==> config.mk <==
export PLATFORM = sky130hd
export DESIGN_NAME = sstc_trigger_ctrl
export DESIGN_NICKNAME = d
export VERILOG_FILES = /design/src/shared/sstc_pkg.sv /design/src/design/sstc_bus_mon.sv /design/src/design/sstc_cond_gen.sv /design/src/design/sstc_trigger_ctrl.sv
export SDC_FILE = /design/constraint.sdc
export NUM_CORES = 1
export LEC_CHECK = 0
export BUFFER_PORTS_ARGS = -buffer_cell sky130_fd_sc_hd__buf_2
export CORE_MARGIN = 3
export CORE_UTILIZATION = 50
export DETAILED_ROUTE_END_ITERATION = 8
export GPL_TIMING_DRIVEN = 1
export PLACE_DENSITY = 0.77
export SETUP_SLACK_MARGIN = 0.3
export SKIP_CTS_REPAIR_TIMING = 1
export SLEW_MARGIN = 0
export SYNTH_ARGS = -nofsm -noshare
export SYNTH_HDL_FRONTEND = slang
export SYNTH_SLANG_ARGS = --single-unit
export TNS_END_PERCENT = 50
==> constraint.sdc <==
create_clock -name clk_i -period 3.1 [get_ports clk_i]
set_clock_uncertainty 0.05 [all_clocks]
set_input_delay 0.155 -clock clk_i [delete_from_list [all_inputs] [get_ports clk_i]]
set_output_delay 0.155 -clock clk_i [all_outputs]
set_load 0.01 [all_outputs]
==> src/shared/sstc_pkg.sv <==
// Constants and types shared by the start/stop trigger control block
package sstc_pkg;
  // ----------------------------------------------------------------
  // Timing
  // ----------------------------------------------------------------
  localparam int CLK_PERIOD_NS = 10;
  localparam int START_SU_NS = 4700;
  localparam int START_HD_NS = 4000;
  localparam int START_SU_CYC = (START_SU_NS + CLK_PERIOD_NS - 1) / CLK_PERIOD_NS;
  localparam int START_HD_CYC = (START_HD_NS + CLK_PERIOD_NS - 1) / CLK_PERIOD_NS;
  localparam int CNT_W = 10;
  // ----------------------------------------------------------------
  // Register map (byte addresses)
  // ----------------------------------------------------------------
  localparam int ADDR_W = 5;
  localparam logic [ADDR_W-1:0] ADDR_CTRL0 = 5'h00;
  localparam logic [ADDR_W-1:0] ADDR_FLAG = 5'h04;
  localparam logic [ADDR_W-1:0] ADDR_STAT = 5'h08;
  localparam logic [ADDR_W-1:0] ADDR_IRQ_STAT = 5'h0C;
  localparam logic [ADDR_W-1:0] ADDR_IRQ_MASK = 5'h10;
  // ----------------------------------------------------------------
  // Field positions
  // ----------------------------------------------------------------
  localparam int C0_UNIT_ENABLE = 7;
  localparam int C0_EXIT_COMM = 6;
  localparam int C0_WAIT_RELEASE = 5;
  localparam int C0_ACK_ENABLE = 4;
  localparam int C0_WAIT_TIMING = 3;
  localparam int C0_START_TRIG = 1;
  localparam int C0_STOP_TRIG = 0;
  localparam int FL_START_CLEAR = 7;
  localparam int FL_BUS_BUSY = 6;
  localparam int FL_RSV_DISABLE = 0;
  localparam int ST_MASTER = 7;
  localparam int ST_ARB_LOST = 6;
  localparam int ST_TRANSMIT = 3;
  localparam int IRQ_W = 4;
  localparam int IRQ_START_DONE = 0;
  localparam int IRQ_STOP_SEEN = 1;
  localparam int IRQ_ARB_LOST = 2;
  localparam int IRQ_START_CLR = 3;
  localparam logic [IRQ_W-1:0] IRQ_MASK_RST = 4'h0;
  localparam logic [31:0] RDATA_RST = 32'h0000_0000;
  // ----------------------------------------------------------------
  // Condition generator states
  // ----------------------------------------------------------------
  typedef enum logic [2:0] {
    GEN_IDLE,
    GEN_ST_SU,
    GEN_ST_HD,
    GEN_ST_LOW,
    GEN_SP_LOW,
    GEN_SP_SU
  } sstc_gen_state_type;
endpackage : sstc_pkg

==> src/design/sstc_bus_mon.sv <==
// Start and stop detection and bus busy tracking on the two bus lines
module sstc_bus_mon (
  input wire logic clk_i,       // System clock
  input wire logic sys_rst_i,   // Async reset, active high
  input wire logic scl_i,       // Clock line level
  input wire logic sda_i,       // Data line level
  output logic start_det_o,     // One-cycle pulse on start condition
  output logic stop_det_o,      // One-cycle pulse on stop condition
  output logic busy_o           // Bus held between start and stop
);
  logic scl_ff, sda_ff, start_ff, stop_ff, busy_ff;
  logic nxt_start, nxt_stop, nxt_busy;

  always_comb begin
    nxt_start = scl_ff & scl_i & sda_ff & ~sda_i;
    nxt_stop = scl_ff & scl_i & ~sda_ff & sda_i;
    nxt_busy = busy_ff;
    if (nxt_start) begin
      nxt_busy = 1'b1;
    end else if (nxt_stop) begin
      nxt_busy = 1'b0;
    end
  end

  always_ff @(posedge clk_i or posedge sys_rst_i) begin
    if (sys_rst_i) begin
      scl_ff <= 1'b1;
      sda_ff <= 1'b1;
      start_ff <= 1'b0;
      stop_ff <= 1'b0;
      busy_ff <= 1'b0;
    end else begin
      scl_ff <= scl_i;
      sda_ff <= sda_i;
      start_ff <= nxt_start;
      stop_ff <= nxt_stop;
      busy_ff <= nxt_busy;
    end
  end

  assign start_det_o = start_ff;
  assign stop_det_o = stop_ff;
  assign busy_o = busy_ff;
endmodule : sstc_bus_mon

==> src/design/sstc_cond_gen.sv <==
// Drives start, repeated start and stop conditions onto the bus lines
module sstc_cond_gen #(
  parameter int SU_CYC = sstc_pkg::START_SU_CYC,
  parameter int HD_CYC = sstc_pkg::START_HD_CYC
) (
  input wire logic clk_i,        // System clock
  input wire logic sys_rst_i,    // Async reset, active high
  input wire logic start_i,      // Pulse: produce a start condition
  input wire logic stop_i,       // Pulse: produce a stop condition
  input wire logic stop_fast_i,  // Stop while clock line already high
  output logic scl_oe_o,         // Pull clock line low
  output logic sda_oe_o,         // Pull data line low
  output logic busy_o,           // Sequence in progress
  output logic start_done_o      // Pulse: start condition completed
);
  sstc_pkg::sstc_gen_state_type state_ff, nxt_state;
  logic [sstc_pkg::CNT_W-1:0] cnt_ff, nxt_cnt;
  logic done_ff, nxt_done;
  logic cnt_end;

  always_comb begin
    nxt_state = state_ff;
    nxt_cnt = cnt_ff + 1'b1;
    nxt_done = 1'b0;
    cnt_end = 1'b0;
    case (state_ff)
      sstc_pkg::GEN_IDLE: begin
        nxt_cnt = '0;
        if (start_i) begin
          nxt_state = sstc_pkg::GEN_ST_SU;
        end else if (stop_i & stop_fast_i) begin
          nxt_state = sstc_pkg::GEN_SP_SU;
        end else if (stop_i) begin
          nxt_state = sstc_pkg::GEN_SP_LOW;
        end
      end
      sstc_pkg::GEN_ST_SU, sstc_pkg::GEN_SP_LOW, sstc_pkg::GEN_SP_SU: begin
        cnt_end = cnt_ff == sstc_pkg::CNT_W'(SU_CYC - 1);
      end
      default: begin
        cnt_end = cnt_ff == sstc_pkg::CNT_W'(HD_CYC - 1);
      end
    endcase
    if (cnt_end) begin
      nxt_cnt = '0;
      case (state_ff)
        sstc_pkg::GEN_ST_SU: nxt_state = sstc_pkg::GEN_ST_HD;
        sstc_pkg::GEN_ST_HD: nxt_state = sstc_pkg::GEN_ST_LOW;
        sstc_pkg::GEN_SP_LOW: nxt_state = sstc_pkg::GEN_SP_SU;
        default: nxt_state = sstc_pkg::GEN_IDLE;
      endcase
      nxt_done = state_ff == sstc_pkg::GEN_ST_LOW;
    end
  end

  always_ff @(posedge clk_i or posedge sys_rst_i) begin
    if (sys_rst_i) begin
      state_ff <= sstc_pkg::GEN_IDLE;
      cnt_ff <= '0;
      done_ff <= 1'b0;
    end else begin
      state_ff <= nxt_state;
      cnt_ff <= nxt_cnt;
      done_ff <= nxt_done;
    end
  end

  // Start: data falls while clock high, then clock pulled low
  assign scl_oe_o = (state_ff == sstc_pkg::GEN_ST_LOW) | (state_ff == sstc_pkg::GEN_SP_LOW);
  assign sda_oe_o = (state_ff != sstc_pkg::GEN_IDLE) & (state_ff != sstc_pkg::GEN_ST_SU);
  assign busy_o = state_ff != sstc_pkg::GEN_IDLE;
  assign start_done_o = done_ff;
endmodule : sstc_cond_gen

==> src/design/sstc_trigger_ctrl.sv <==
// Start/stop trigger control of the two-wire bus controller, Avalon-MM slave
//
// Added by the designer: the address map and the Avalon-MM slave port.
module sstc_trigger_ctrl (
  input wire logic clk_i,                 // System clock, 100 MHz
  input wire logic sys_rst_i,             // Async reset, active high
  input wire logic [4:0] avs_address_i,   // Register byte address
  input wire logic avs_read_i,            // Read request
  input wire logic avs_write_i,           // Write request
  input wire logic [31:0] avs_writedata_i, // Write data
  input wire logic [3:0] avs_byteenable_i, // Byte enables
  output logic [31:0] avs_readdata_o,     // Read data
  output logic avs_waitrequest_o,         // Stall request
  input wire logic scl_i,                 // Clock line level
  output logic scl_o,                     // Clock line drive value
  output logic scl_oe_o,                  // Clock line pulled low
  input wire logic sda_i,                 // Data line level
  output logic sda_o,                     // Data line drive value
  output logic sda_oe_o,                  // Data line pulled low
  input wire logic eng_scl_oe_i,          // Engine holds clock low
  input wire logic eng_sda_oe_i,          // Engine pulls data low
  input wire logic mst_wait_i,            // Master wait state level
  input wire logic wait8_i,               // Wait after eight clocks
  input wire logic ninth_clk_i,           // Ninth clock period
  input wire logic ninth_high_i,          // High phase of ninth clock
  input wire logic tx_set_i,              // Engine entered transmit state
  input wire logic shift_wr_i,            // Shift register written
  input wire logic arb_lost_i,            // Arbitration lost pulse
  output logic unit_enable_o,             // Unit enable level
  output logic ack_enable_o,              // Acknowledge enable level
  output logic wait_timing_o,             // Wait timing select level
  output logic wait_end_o,                // Pulse: end current wait
  output logic irq_o                      // Level interrupt
);
  // ----------------------------------------------------------------
  // Declarations
  // ----------------------------------------------------------------
  logic ue_ff, acke_ff, wtim_ff, stt_ff, spt_ff, rsvd_ff, stcf_ff;
  logic msts_ff, ald_ff, trc_ff, sda_rel_ff, rs_ok_ff, wend_ff;
  logic go_st_ff, go_sp_ff, fast_ff, sp_sent_ff, ack_ff;
  logic [sstc_pkg::IRQ_W-1:0] irq_st_ff, irq_mask_ff;
  logic [31:0] rdata_ff;
  logic nxt_ue, nxt_acke, nxt_wtim, nxt_stt, nxt_spt, nxt_rsvd, nxt_stcf;
  logic nxt_msts, nxt_ald, nxt_trc, nxt_sda_rel, nxt_rs_ok, nxt_wend;
  logic nxt_go_st, nxt_go_sp, nxt_fast, nxt_sp_sent, nxt_ack;
  logic [sstc_pkg::IRQ_W-1:0] nxt_irq_st, nxt_irq_mask, irq_ev;
  logic [31:0] nxt_rdata;
  logic req, wr_en, rd_en, wr_c0, exit_p, off_p, stcf_ev, gen_idle, in_fast;
  logic [7:0] wd;
  logic gen_scl_oe, gen_sda_oe, gen_busy, st_done;
  logic start_det, stop_det, bus_busy;

  // ----------------------------------------------------------------
  // Address decode and read mux
  // ----------------------------------------------------------------
  function automatic logic hit(input logic [4:0] addr, input logic [4:0] ofs);
    hit = addr == ofs;
  endfunction : hit

  function automatic logic [31:0] rd_mux(input logic [4:0] addr);
    logic [31:0] v;
    v = '0;
    if (hit(addr, sstc_pkg::ADDR_CTRL0)) begin
      v[sstc_pkg::C0_UNIT_ENABLE] = ue_ff;
      v[sstc_pkg::C0_ACK_ENABLE] = acke_ff;
      v[sstc_pkg::C0_WAIT_TIMING] = wtim_ff;
    end else if (hit(addr, sstc_pkg::ADDR_FLAG)) begin
      v[sstc_pkg::FL_START_CLEAR] = stcf_ff;
      v[sstc_pkg::FL_BUS_BUSY] = bus_busy;
      v[sstc_pkg::FL_RSV_DISABLE] = rsvd_ff;
    end else if (hit(addr, sstc_pkg::ADDR_STAT)) begin
      v[sstc_pkg::ST_MASTER] = msts_ff;
      v[sstc_pkg::ST_ARB_LOST] = ald_ff;
      v[sstc_pkg::ST_TRANSMIT] = trc_ff;
    end else if (hit(addr, sstc_pkg::ADDR_IRQ_STAT)) begin
      v[sstc_pkg::IRQ_W-1:0] = irq_st_ff;
    end else if (hit(addr, sstc_pkg::ADDR_IRQ_MASK)) begin
      v[sstc_pkg::IRQ_W-1:0] = irq_mask_ff;
    end
    rd_mux = v;
  endfunction : rd_mux

  // ----------------------------------------------------------------
  // Submodules
  // ----------------------------------------------------------------
  sstc_cond_gen i_sstc_cond_gen (
    .clk_i(clk_i),
    .sys_rst_i(sys_rst_i),
    .start_i(go_st_ff),
    .stop_i(go_sp_ff),
    .stop_fast_i(fast_ff),
    .scl_oe_o(gen_scl_oe),
    .sda_oe_o(gen_sda_oe),
    .busy_o(gen_busy),
    .start_done_o(st_done)
  );

  sstc_bus_mon i_sstc_bus_mon (
    .clk_i(clk_i),
    .sys_rst_i(sys_rst_i),
    .scl_i(scl_i),
    .sda_i(sda_i),
    .start_det_o(start_det),
    .stop_det_o(stop_det),
    .busy_o(bus_busy)
  );

  // ----------------------------------------------------------------
  // Next state
  // ----------------------------------------------------------------
  always_comb begin
    req = avs_read_i | avs_write_i;
    nxt_ack = req & ~ack_ff;
    wr_en = avs_write_i & ack_ff;
    rd_en = avs_read_i & ack_ff;
    nxt_rdata = req ? rd_mux(avs_address_i) : rdata_ff;
    wd = avs_writedata_i[7:0];
    wr_c0 = wr_en & avs_byteenable_i[0] & hit(avs_address_i, sstc_pkg::ADDR_CTRL0);
    exit_p = wr_c0 & wd[sstc_pkg::C0_EXIT_COMM];
    nxt_ue = ue_ff;
    nxt_acke = acke_ff;
    nxt_wtim = wtim_ff;
    nxt_stt = stt_ff;
    nxt_spt = spt_ff;
    nxt_rsvd = rsvd_ff;
    nxt_stcf = stcf_ff;
    nxt_msts = msts_ff;
    nxt_ald = ald_ff;
    nxt_trc = trc_ff;
    nxt_sda_rel = sda_rel_ff;
    nxt_rs_ok = rs_ok_ff;
    nxt_wend = 1'b0;
    nxt_sp_sent = sp_sent_ff;
    nxt_irq_mask = irq_mask_ff;
    stcf_ev = 1'b0;
    if (wr_c0) begin
      nxt_ue = wd[sstc_pkg::C0_UNIT_ENABLE];
      nxt_acke = wd[sstc_pkg::C0_ACK_ENABLE];
      nxt_wtim = wd[sstc_pkg::C0_WAIT_TIMING];
    end
    if (wr_c0 & wd[sstc_pkg::C0_START_TRIG] & ue_ff) begin
      if (bus_busy & ~msts_ff & rsvd_ff) begin
        stcf_ev = 1'b1;
      end else begin
        nxt_stt = 1'b1;
      end
    end
    if (wr_c0 & wd[sstc_pkg::C0_STOP_TRIG] & ue_ff & msts_ff) begin
      nxt_spt = 1'b1;
    end
    if (wr_c0 & wd[sstc_pkg::C0_WAIT_RELEASE] & mst_wait_i) begin
      nxt_wend = 1'b1;
      if (trc_ff & ninth_clk_i) begin
        nxt_trc = 1'b0;
        nxt_sda_rel = 1'b1;
      end
    end
    if (shift_wr_i & mst_wait_i) begin
      nxt_wend = 1'b1;
    end
    if (wend_ff & msts_ff) begin
      nxt_rs_ok = 1'b1;
    end
    if (wr_en & avs_byteenable_i[0] & hit(avs_address_i, sstc_pkg::ADDR_FLAG)) begin
      nxt_rsvd = wd[sstc_pkg::FL_RSV_DISABLE];
      nxt_stcf = stcf_ff & ~wd[sstc_pkg::FL_START_CLEAR];
    end
    if (stcf_ev) begin
      nxt_stcf = 1'b1;
    end
    if (wr_en & avs_byteenable_i[0] & hit(avs_address_i, sstc_pkg::ADDR_IRQ_MASK)) begin
      nxt_irq_mask = wd[sstc_pkg::IRQ_W-1:0];
    end
    if (tx_set_i) begin
      nxt_trc = 1'b1;
    end
    if (start_det | stop_det) begin
      nxt_sda_rel = 1'b0;
    end
    if (rd_en & hit(avs_address_i, sstc_pkg::ADDR_STAT)) begin
      nxt_ald = 1'b0;
    end
    if (arb_lost_i) begin
      nxt_ald = 1'b1;
    end
    // Launch a start when the generator is free
    gen_idle = ~gen_busy & ~go_st_ff & ~go_sp_ff & ~st_done;
    nxt_go_st = stt_ff & ue_ff & gen_idle & (~bus_busy | rs_ok_ff);
    // early wait timing stops in ninth high
    in_fast = wait8_i & ~wtim_ff & ninth_high_i;
    nxt_go_sp = spt_ff & ~sp_sent_ff & gen_idle & ~nxt_go_st
      & ((mst_wait_i & ~wait8_i) | in_fast);
    nxt_fast = in_fast;
    if (nxt_go_sp) begin
      nxt_sp_sent = 1'b1;
    end
    if (nxt_go_st) begin
      nxt_rs_ok = 1'b0;
    end
    if (st_done) begin
      nxt_stt = 1'b0;
      nxt_msts = 1'b1;
    end
    if (stop_det) begin
      nxt_msts = 1'b0;
      nxt_spt = 1'b0;
      nxt_sp_sent = 1'b0;
    end
    off_p = ~ue_ff | (wr_c0 & ~wd[sstc_pkg::C0_UNIT_ENABLE]);
    if (arb_lost_i | exit_p | off_p) begin
      nxt_stt = 1'b0;
      nxt_spt = 1'b0;
      nxt_sp_sent = 1'b0;
      nxt_msts = 1'b0;
      nxt_rs_ok = 1'b0;
      nxt_go_st = 1'b0;
      nxt_go_sp = 1'b0;
    end
    if (exit_p | off_p) begin
      nxt_trc = 1'b0;
    end
    if (off_p) begin
      nxt_ald = 1'b0;
    end
    irq_ev = '0;
    irq_ev[sstc_pkg::IRQ_START_DONE] = st_done;
    irq_ev[sstc_pkg::IRQ_STOP_SEEN] = stop_det;
    irq_ev[sstc_pkg::IRQ_ARB_LOST] = arb_lost_i;
    irq_ev[sstc_pkg::IRQ_START_CLR] = stcf_ev;
    nxt_irq_st = irq_st_ff;
    if (wr_en & avs_byteenable_i[0] & hit(avs_address_i, sstc_pkg::ADDR_IRQ_STAT)) begin
      nxt_irq_st = irq_st_ff & ~wd[sstc_pkg::IRQ_W-1:0];
    end
    nxt_irq_st = nxt_irq_st | irq_ev;
  end

  // ----------------------------------------------------------------
  // Registers
  // ----------------------------------------------------------------
  always_ff @(posedge clk_i or posedge sys_rst_i) begin
    if (sys_rst_i) begin
      ue_ff <= 1'b0;
      acke_ff <= 1'b0;
      wtim_ff <= 1'b0;
      stt_ff <= 1'b0;
      spt_ff <= 1'b0;
      rsvd_ff <= 1'b0;
      stcf_ff <= 1'b0;
      msts_ff <= 1'b0;
      ald_ff <= 1'b0;
      trc_ff <= 1'b0;
      sda_rel_ff <= 1'b0;
      rs_ok_ff <= 1'b0;
      wend_ff <= 1'b0;
      go_st_ff <= 1'b0;
      go_sp_ff <= 1'b0;
      fast_ff <= 1'b0;
      sp_sent_ff <= 1'b0;
      ack_ff <= 1'b0;
      irq_st_ff <= '0;
      irq_mask_ff <= sstc_pkg::IRQ_MASK_RST;
      rdata_ff <= sstc_pkg::RDATA_RST;
    end else begin
      ue_ff <= nxt_ue;
      acke_ff <= nxt_acke;
      wtim_ff <= nxt_wtim;
      stt_ff <= nxt_stt;
      spt_ff <= nxt_spt;
      rsvd_ff <= nxt_rsvd;
      stcf_ff <= nxt_stcf;
      msts_ff <= nxt_msts;
      ald_ff <= nxt_ald;
      trc_ff <= nxt_trc;
      sda_rel_ff <= nxt_sda_rel;
      rs_ok_ff <= nxt_rs_ok;
      wend_ff <= nxt_wend;
      go_st_ff <= nxt_go_st;
      go_sp_ff <= nxt_go_sp;
      fast_ff <= nxt_fast;
      sp_sent_ff <= nxt_sp_sent;
      ack_ff <= nxt_ack;
      irq_st_ff <= nxt_irq_st;
      irq_mask_ff <= nxt_irq_mask;
      rdata_ff <= nxt_rdata;
    end
  end

  // ----------------------------------------------------------------
  // Outputs
  // ----------------------------------------------------------------
  // trigger bits never read back
  assign avs_readdata_o = rdata_ff;
  assign avs_waitrequest_o = req & ~ack_ff;
  assign scl_o = 1'b0;
  assign sda_o = 1'b0;
  assign scl_oe_o = gen_scl_oe | eng_scl_oe_i;
  // data line released after transmit wait release
  assign sda_oe_o = gen_sda_oe | (eng_sda_oe_i & ~sda_rel_ff);
  assign unit_enable_o = ue_ff;
  assign ack_enable_o = acke_ff;
  assign wait_timing_o = wtim_ff;
  assign wait_end_o = wend_ff;
  assign irq_o = |(irq_st_ff & irq_mask_ff);
endmodule : sstc_trigger_ctrl

==> metrics.md <==
| Metric | Value |
|---|---|
| Outcome | finished, final reports clean |
| Initial drt markers | 71 |
| CP startpoint kind | flop |
| Yosys reg bits | 52 |
| Clk slew on worst S/H paths | ~90 ps |
| Post-Synthesis Cell Area | roughly 2700 um^2 |
| Clk sinks | 52 |
| Gr usage total | 0.185 |
| Die Ht | about 80 um |
| Crit-path max cell delay | 690 ps |
| Final setup fails | 0 |
| Area Overhead vs Synth | 9.41% |
| Post-synthesis simple-gate area fraction | 0.205 |
| Peak supply drop | around 0.00025 V |
| Ant diodes | 0 |
| Die width | 79.8 um |
| Clk_lat worst skew | 300 ps |
| Post-synthesis mux area share | 0.0381 |
| Post-synthesis cell type count | between 50 and 60 |
| Root buffer cell | clkbuf_8 |
| Fmax | 528 MHz |
| Final instance area | roughly 3000 um^2 |
| Period utilisation layout | 0.611 |
| Largest net degree at the start of global routing | 53 |
| Main synth FF type | dfrtp_1 |
| CP bufs+invs | 0 |
| Initial Util | 0.524 |
| Initial antenna violation count | 0 |
| I/O pin count | between 90 and 100 |
| Fin. Hold Viols | 0 |
| Core area | 5200 um^2 |
| # port buffers | 43 |
| Routed WL | roughly 5500 um |
| XOR/XNOR Fraction of Synth Area | 0.0257 |
| Clock buffer count from CTS | 5 |
| Leakage power | 0.00146 uW |
| Fillers | between 400 and 500 |
| H-tree depth | 2 |
| Req. time, crit path | roughly 3200 ps |
| Worst path arrival time | approximately 2000 ps |
| Crit Path Category | flop to flop |
| Fin Setup TNS | 0 ps |
| Multi-input gate area | between 1000 and 1500 um^2 |
| Power density over cell area | roughly 500 nW/um^2 |
| WL per Instance | between 10 and 15 um |
| CP delay by family, top | simple AND/OR/NAND/NOR gates |
| GP Congestion | roughly 0.85 |
| Cell breakdown of the critical path | nand3_1 -> nor3_2 -> mux2_2 |
| Die area | between 6000 and 7000 um^2 |
| Vias in the first global route | 1,914 |
| Row cnt | 26 |
| Warning count from the yosys run | 0 |
| Critical path peak fanout | 11 |
| First-pass GRT wire length | 9090 um |
| RSZ-0062 raised after global routing | no |
| Post-Synth Adder-Cell Area | 0.00459 |
| Register area | 1300 um^2 |
| Post-Syn Instances | between 200 and 300 |
| Slowest cell on crit path | nor3_2 |
| Worst slew pin tran | about 1100 ps |
| DR vias | 2,070 |
| HPWL after DPL | roughly 4200 um |
| Clock buffer depth | 2 |
| Number of max-cap violations | 0 |
| Hold Crit Class | input pin to flop |
| Nets | roughly 370 |
| Residual DRC count | 0 |
| Final Critical Period | 1890 ps |
| Sequential area share after synthesis | 0.478 |
| Average cell area after synthesis | around 10 um^2 |
| Compound-Gate Fraction of Synth Area | 0.143 |
| Main combinational cell family by area after synthesis | simple AND/OR/NAND/NOR gates |
| Remaining antenna violation count | 0 |
| CP Capture Type | flop |
| Total grt overflow | 0 |
| Post-synth EDFFs | 0 |
| CTS tree | done |
| Fin. max-slew vios | 0 |
| Post-DR vias/cell | 5.34 |
| Max_slew headroom | 0.284 |
| Cell Area, Placed | ~2900 um^2 |
| 1st-pass router iterations | 4 |
| Layout cells sized above 1 | 0.204 |
| Post-synth ARST share | 1.00 |
report_power, final:
group,internal [uW],leakage [uW],switching [uW]
Sequential,752,0.000668,111
Clock,159,0.0000422,210
Combinational,127,0.000747,153
final timing paths:
path,start,endpoint,slack (ps),cells past startpoint
min in group asynchronous,sys_rst_i,i_sstc_cond_gen.state_ff[0],70,2
setup / recovery,ack_ff,wait_timing_o,1210,3
max in group asynchronous,sys_rst_i,irq_st_ff[2],2280,2
hold reg to reg,i_sstc_bus_mon.start_det_o,sda_rel_ff,350,1
setup reg to reg,ack_ff,wait_timing_o,1210,3
hold / removal,avs_writedata_i[4],ack_enable_o,30,2
registers in the layout, summed over array words and instances (netlist names), 3 cells and up:
register,count
i_sstc_cond_gen.cnt_ff,10
irq_st_ff,4
irq_mask_ff,4
i_sstc_cond_gen.state_ff,3
avs_readdata_o,7
area by class of cell:
class	instances	area share
flip-flops and latches	52	0.437
multi-input cells	203	0.415
repair buffers	45	0.0789
well taps	70	0.0294
clock buffers	7	0.0256
inverters	10	0.0126
clock inverters	1	0.00168
cell usage after synthesis (3+ instances only):
master / number / share of area
nand4bb_1: 3 / 0.012
nor2_1: 26 / 0.036
nand2_1: 26 / 0.036
clkbuf_1: 5 / 0.0069
o21ai_0: 8 / 0.015
nor3_1: 13 / 0.024
a22oi_1: 5 / 0.014
inv_1: 10 / 0.014
nand3b_1: 3 / 0.0083
mux2_4: 4 / 0.022
mux2_2: 3 / 0.012
nand3_1: 5 / 0.0092
a21o_1: 5 / 0.014
nor2b_1: 4 / 0.0092
xor2_1: 5 / 0.016
a21oi_1: 7 / 0.013
buf_4: 28 / 0.077
dfrtp_1: 50 / 0.46
xnor2_1: 3 / 0.0096
or3_1: 4 / 0.0092
nor4_1: 3 / 0.0069
o22ai_1: 3 / 0.0069
o31ai_1: 3 / 0.0083
nand4_1: 5 / 0.011
worst register-to-register path, delay by kind of cell, from the launching register on:
kind / cells / cell delay [ps]
mux: 1 / 410
simple gates: 2 / 950
flops: 1 / 380
per-stage QoR:
stage | cells | total power (uW) | setup slack [ps] | utilization | hold WS [ps]
after global routing | 388 | 1610 | 1110 | 0.573 | 29.4
after global placement | 378 | 1130 | 1150 | 0.554 | 224
final | 388 | 1510 | 1210 | 0.573 | 32.2
after floorplan | 300 | 1080 | 1510 | - | 109
after detailed placement | 378 | 1150 | 1130 | 0.554 | 225
after CTS | 386 | 1520 | 1220 | 0.569 | -97.7
layer usage:
layer | part of all wire | global-route usage | wire, um
met4 | 0.013 | 0.0659 | 72
met5 | 0 | 0 | 0
met1 | 0.45 | 0.265 | 2510
met3 | 0.067 | 0.0339 | 369
met2 | 0.47 | 0.280 | 2580
cells by family after synthesis:
family,count (synthesis)
XOR/XNOR,8
AO/OA/AOI/OAI,53
AND/OR/NAND/NOR,106
multiplexers,8
adder cells (fa/ha/maj),1
flip-flops,52
buffers and inverters,45
other,1
cell usage in the layout (no fill, tap or decap), types with 3 or more instances in the layout:
cell,instances
o21ai_0,8
nor4_1,3
a21o_1,5
conb_1,27
nor2b_1,4
o31ai_1,3
or3_1,4
a21oi_1,7
nor2_1,26
dfrtp_1,50
xor2_1,5
buf_2,43
inv_1,9
mux2_2,3
nand4_1,5
o22ai_1,3
a22oi_1,5
nand3b_1,3
clkbuf_8,5
nand4bb_1,3
nand2_1,26
xnor2_1,3
nor3_1,13
mux2_4,4
nand3_1,5
(Power assumes the default switching activity.)
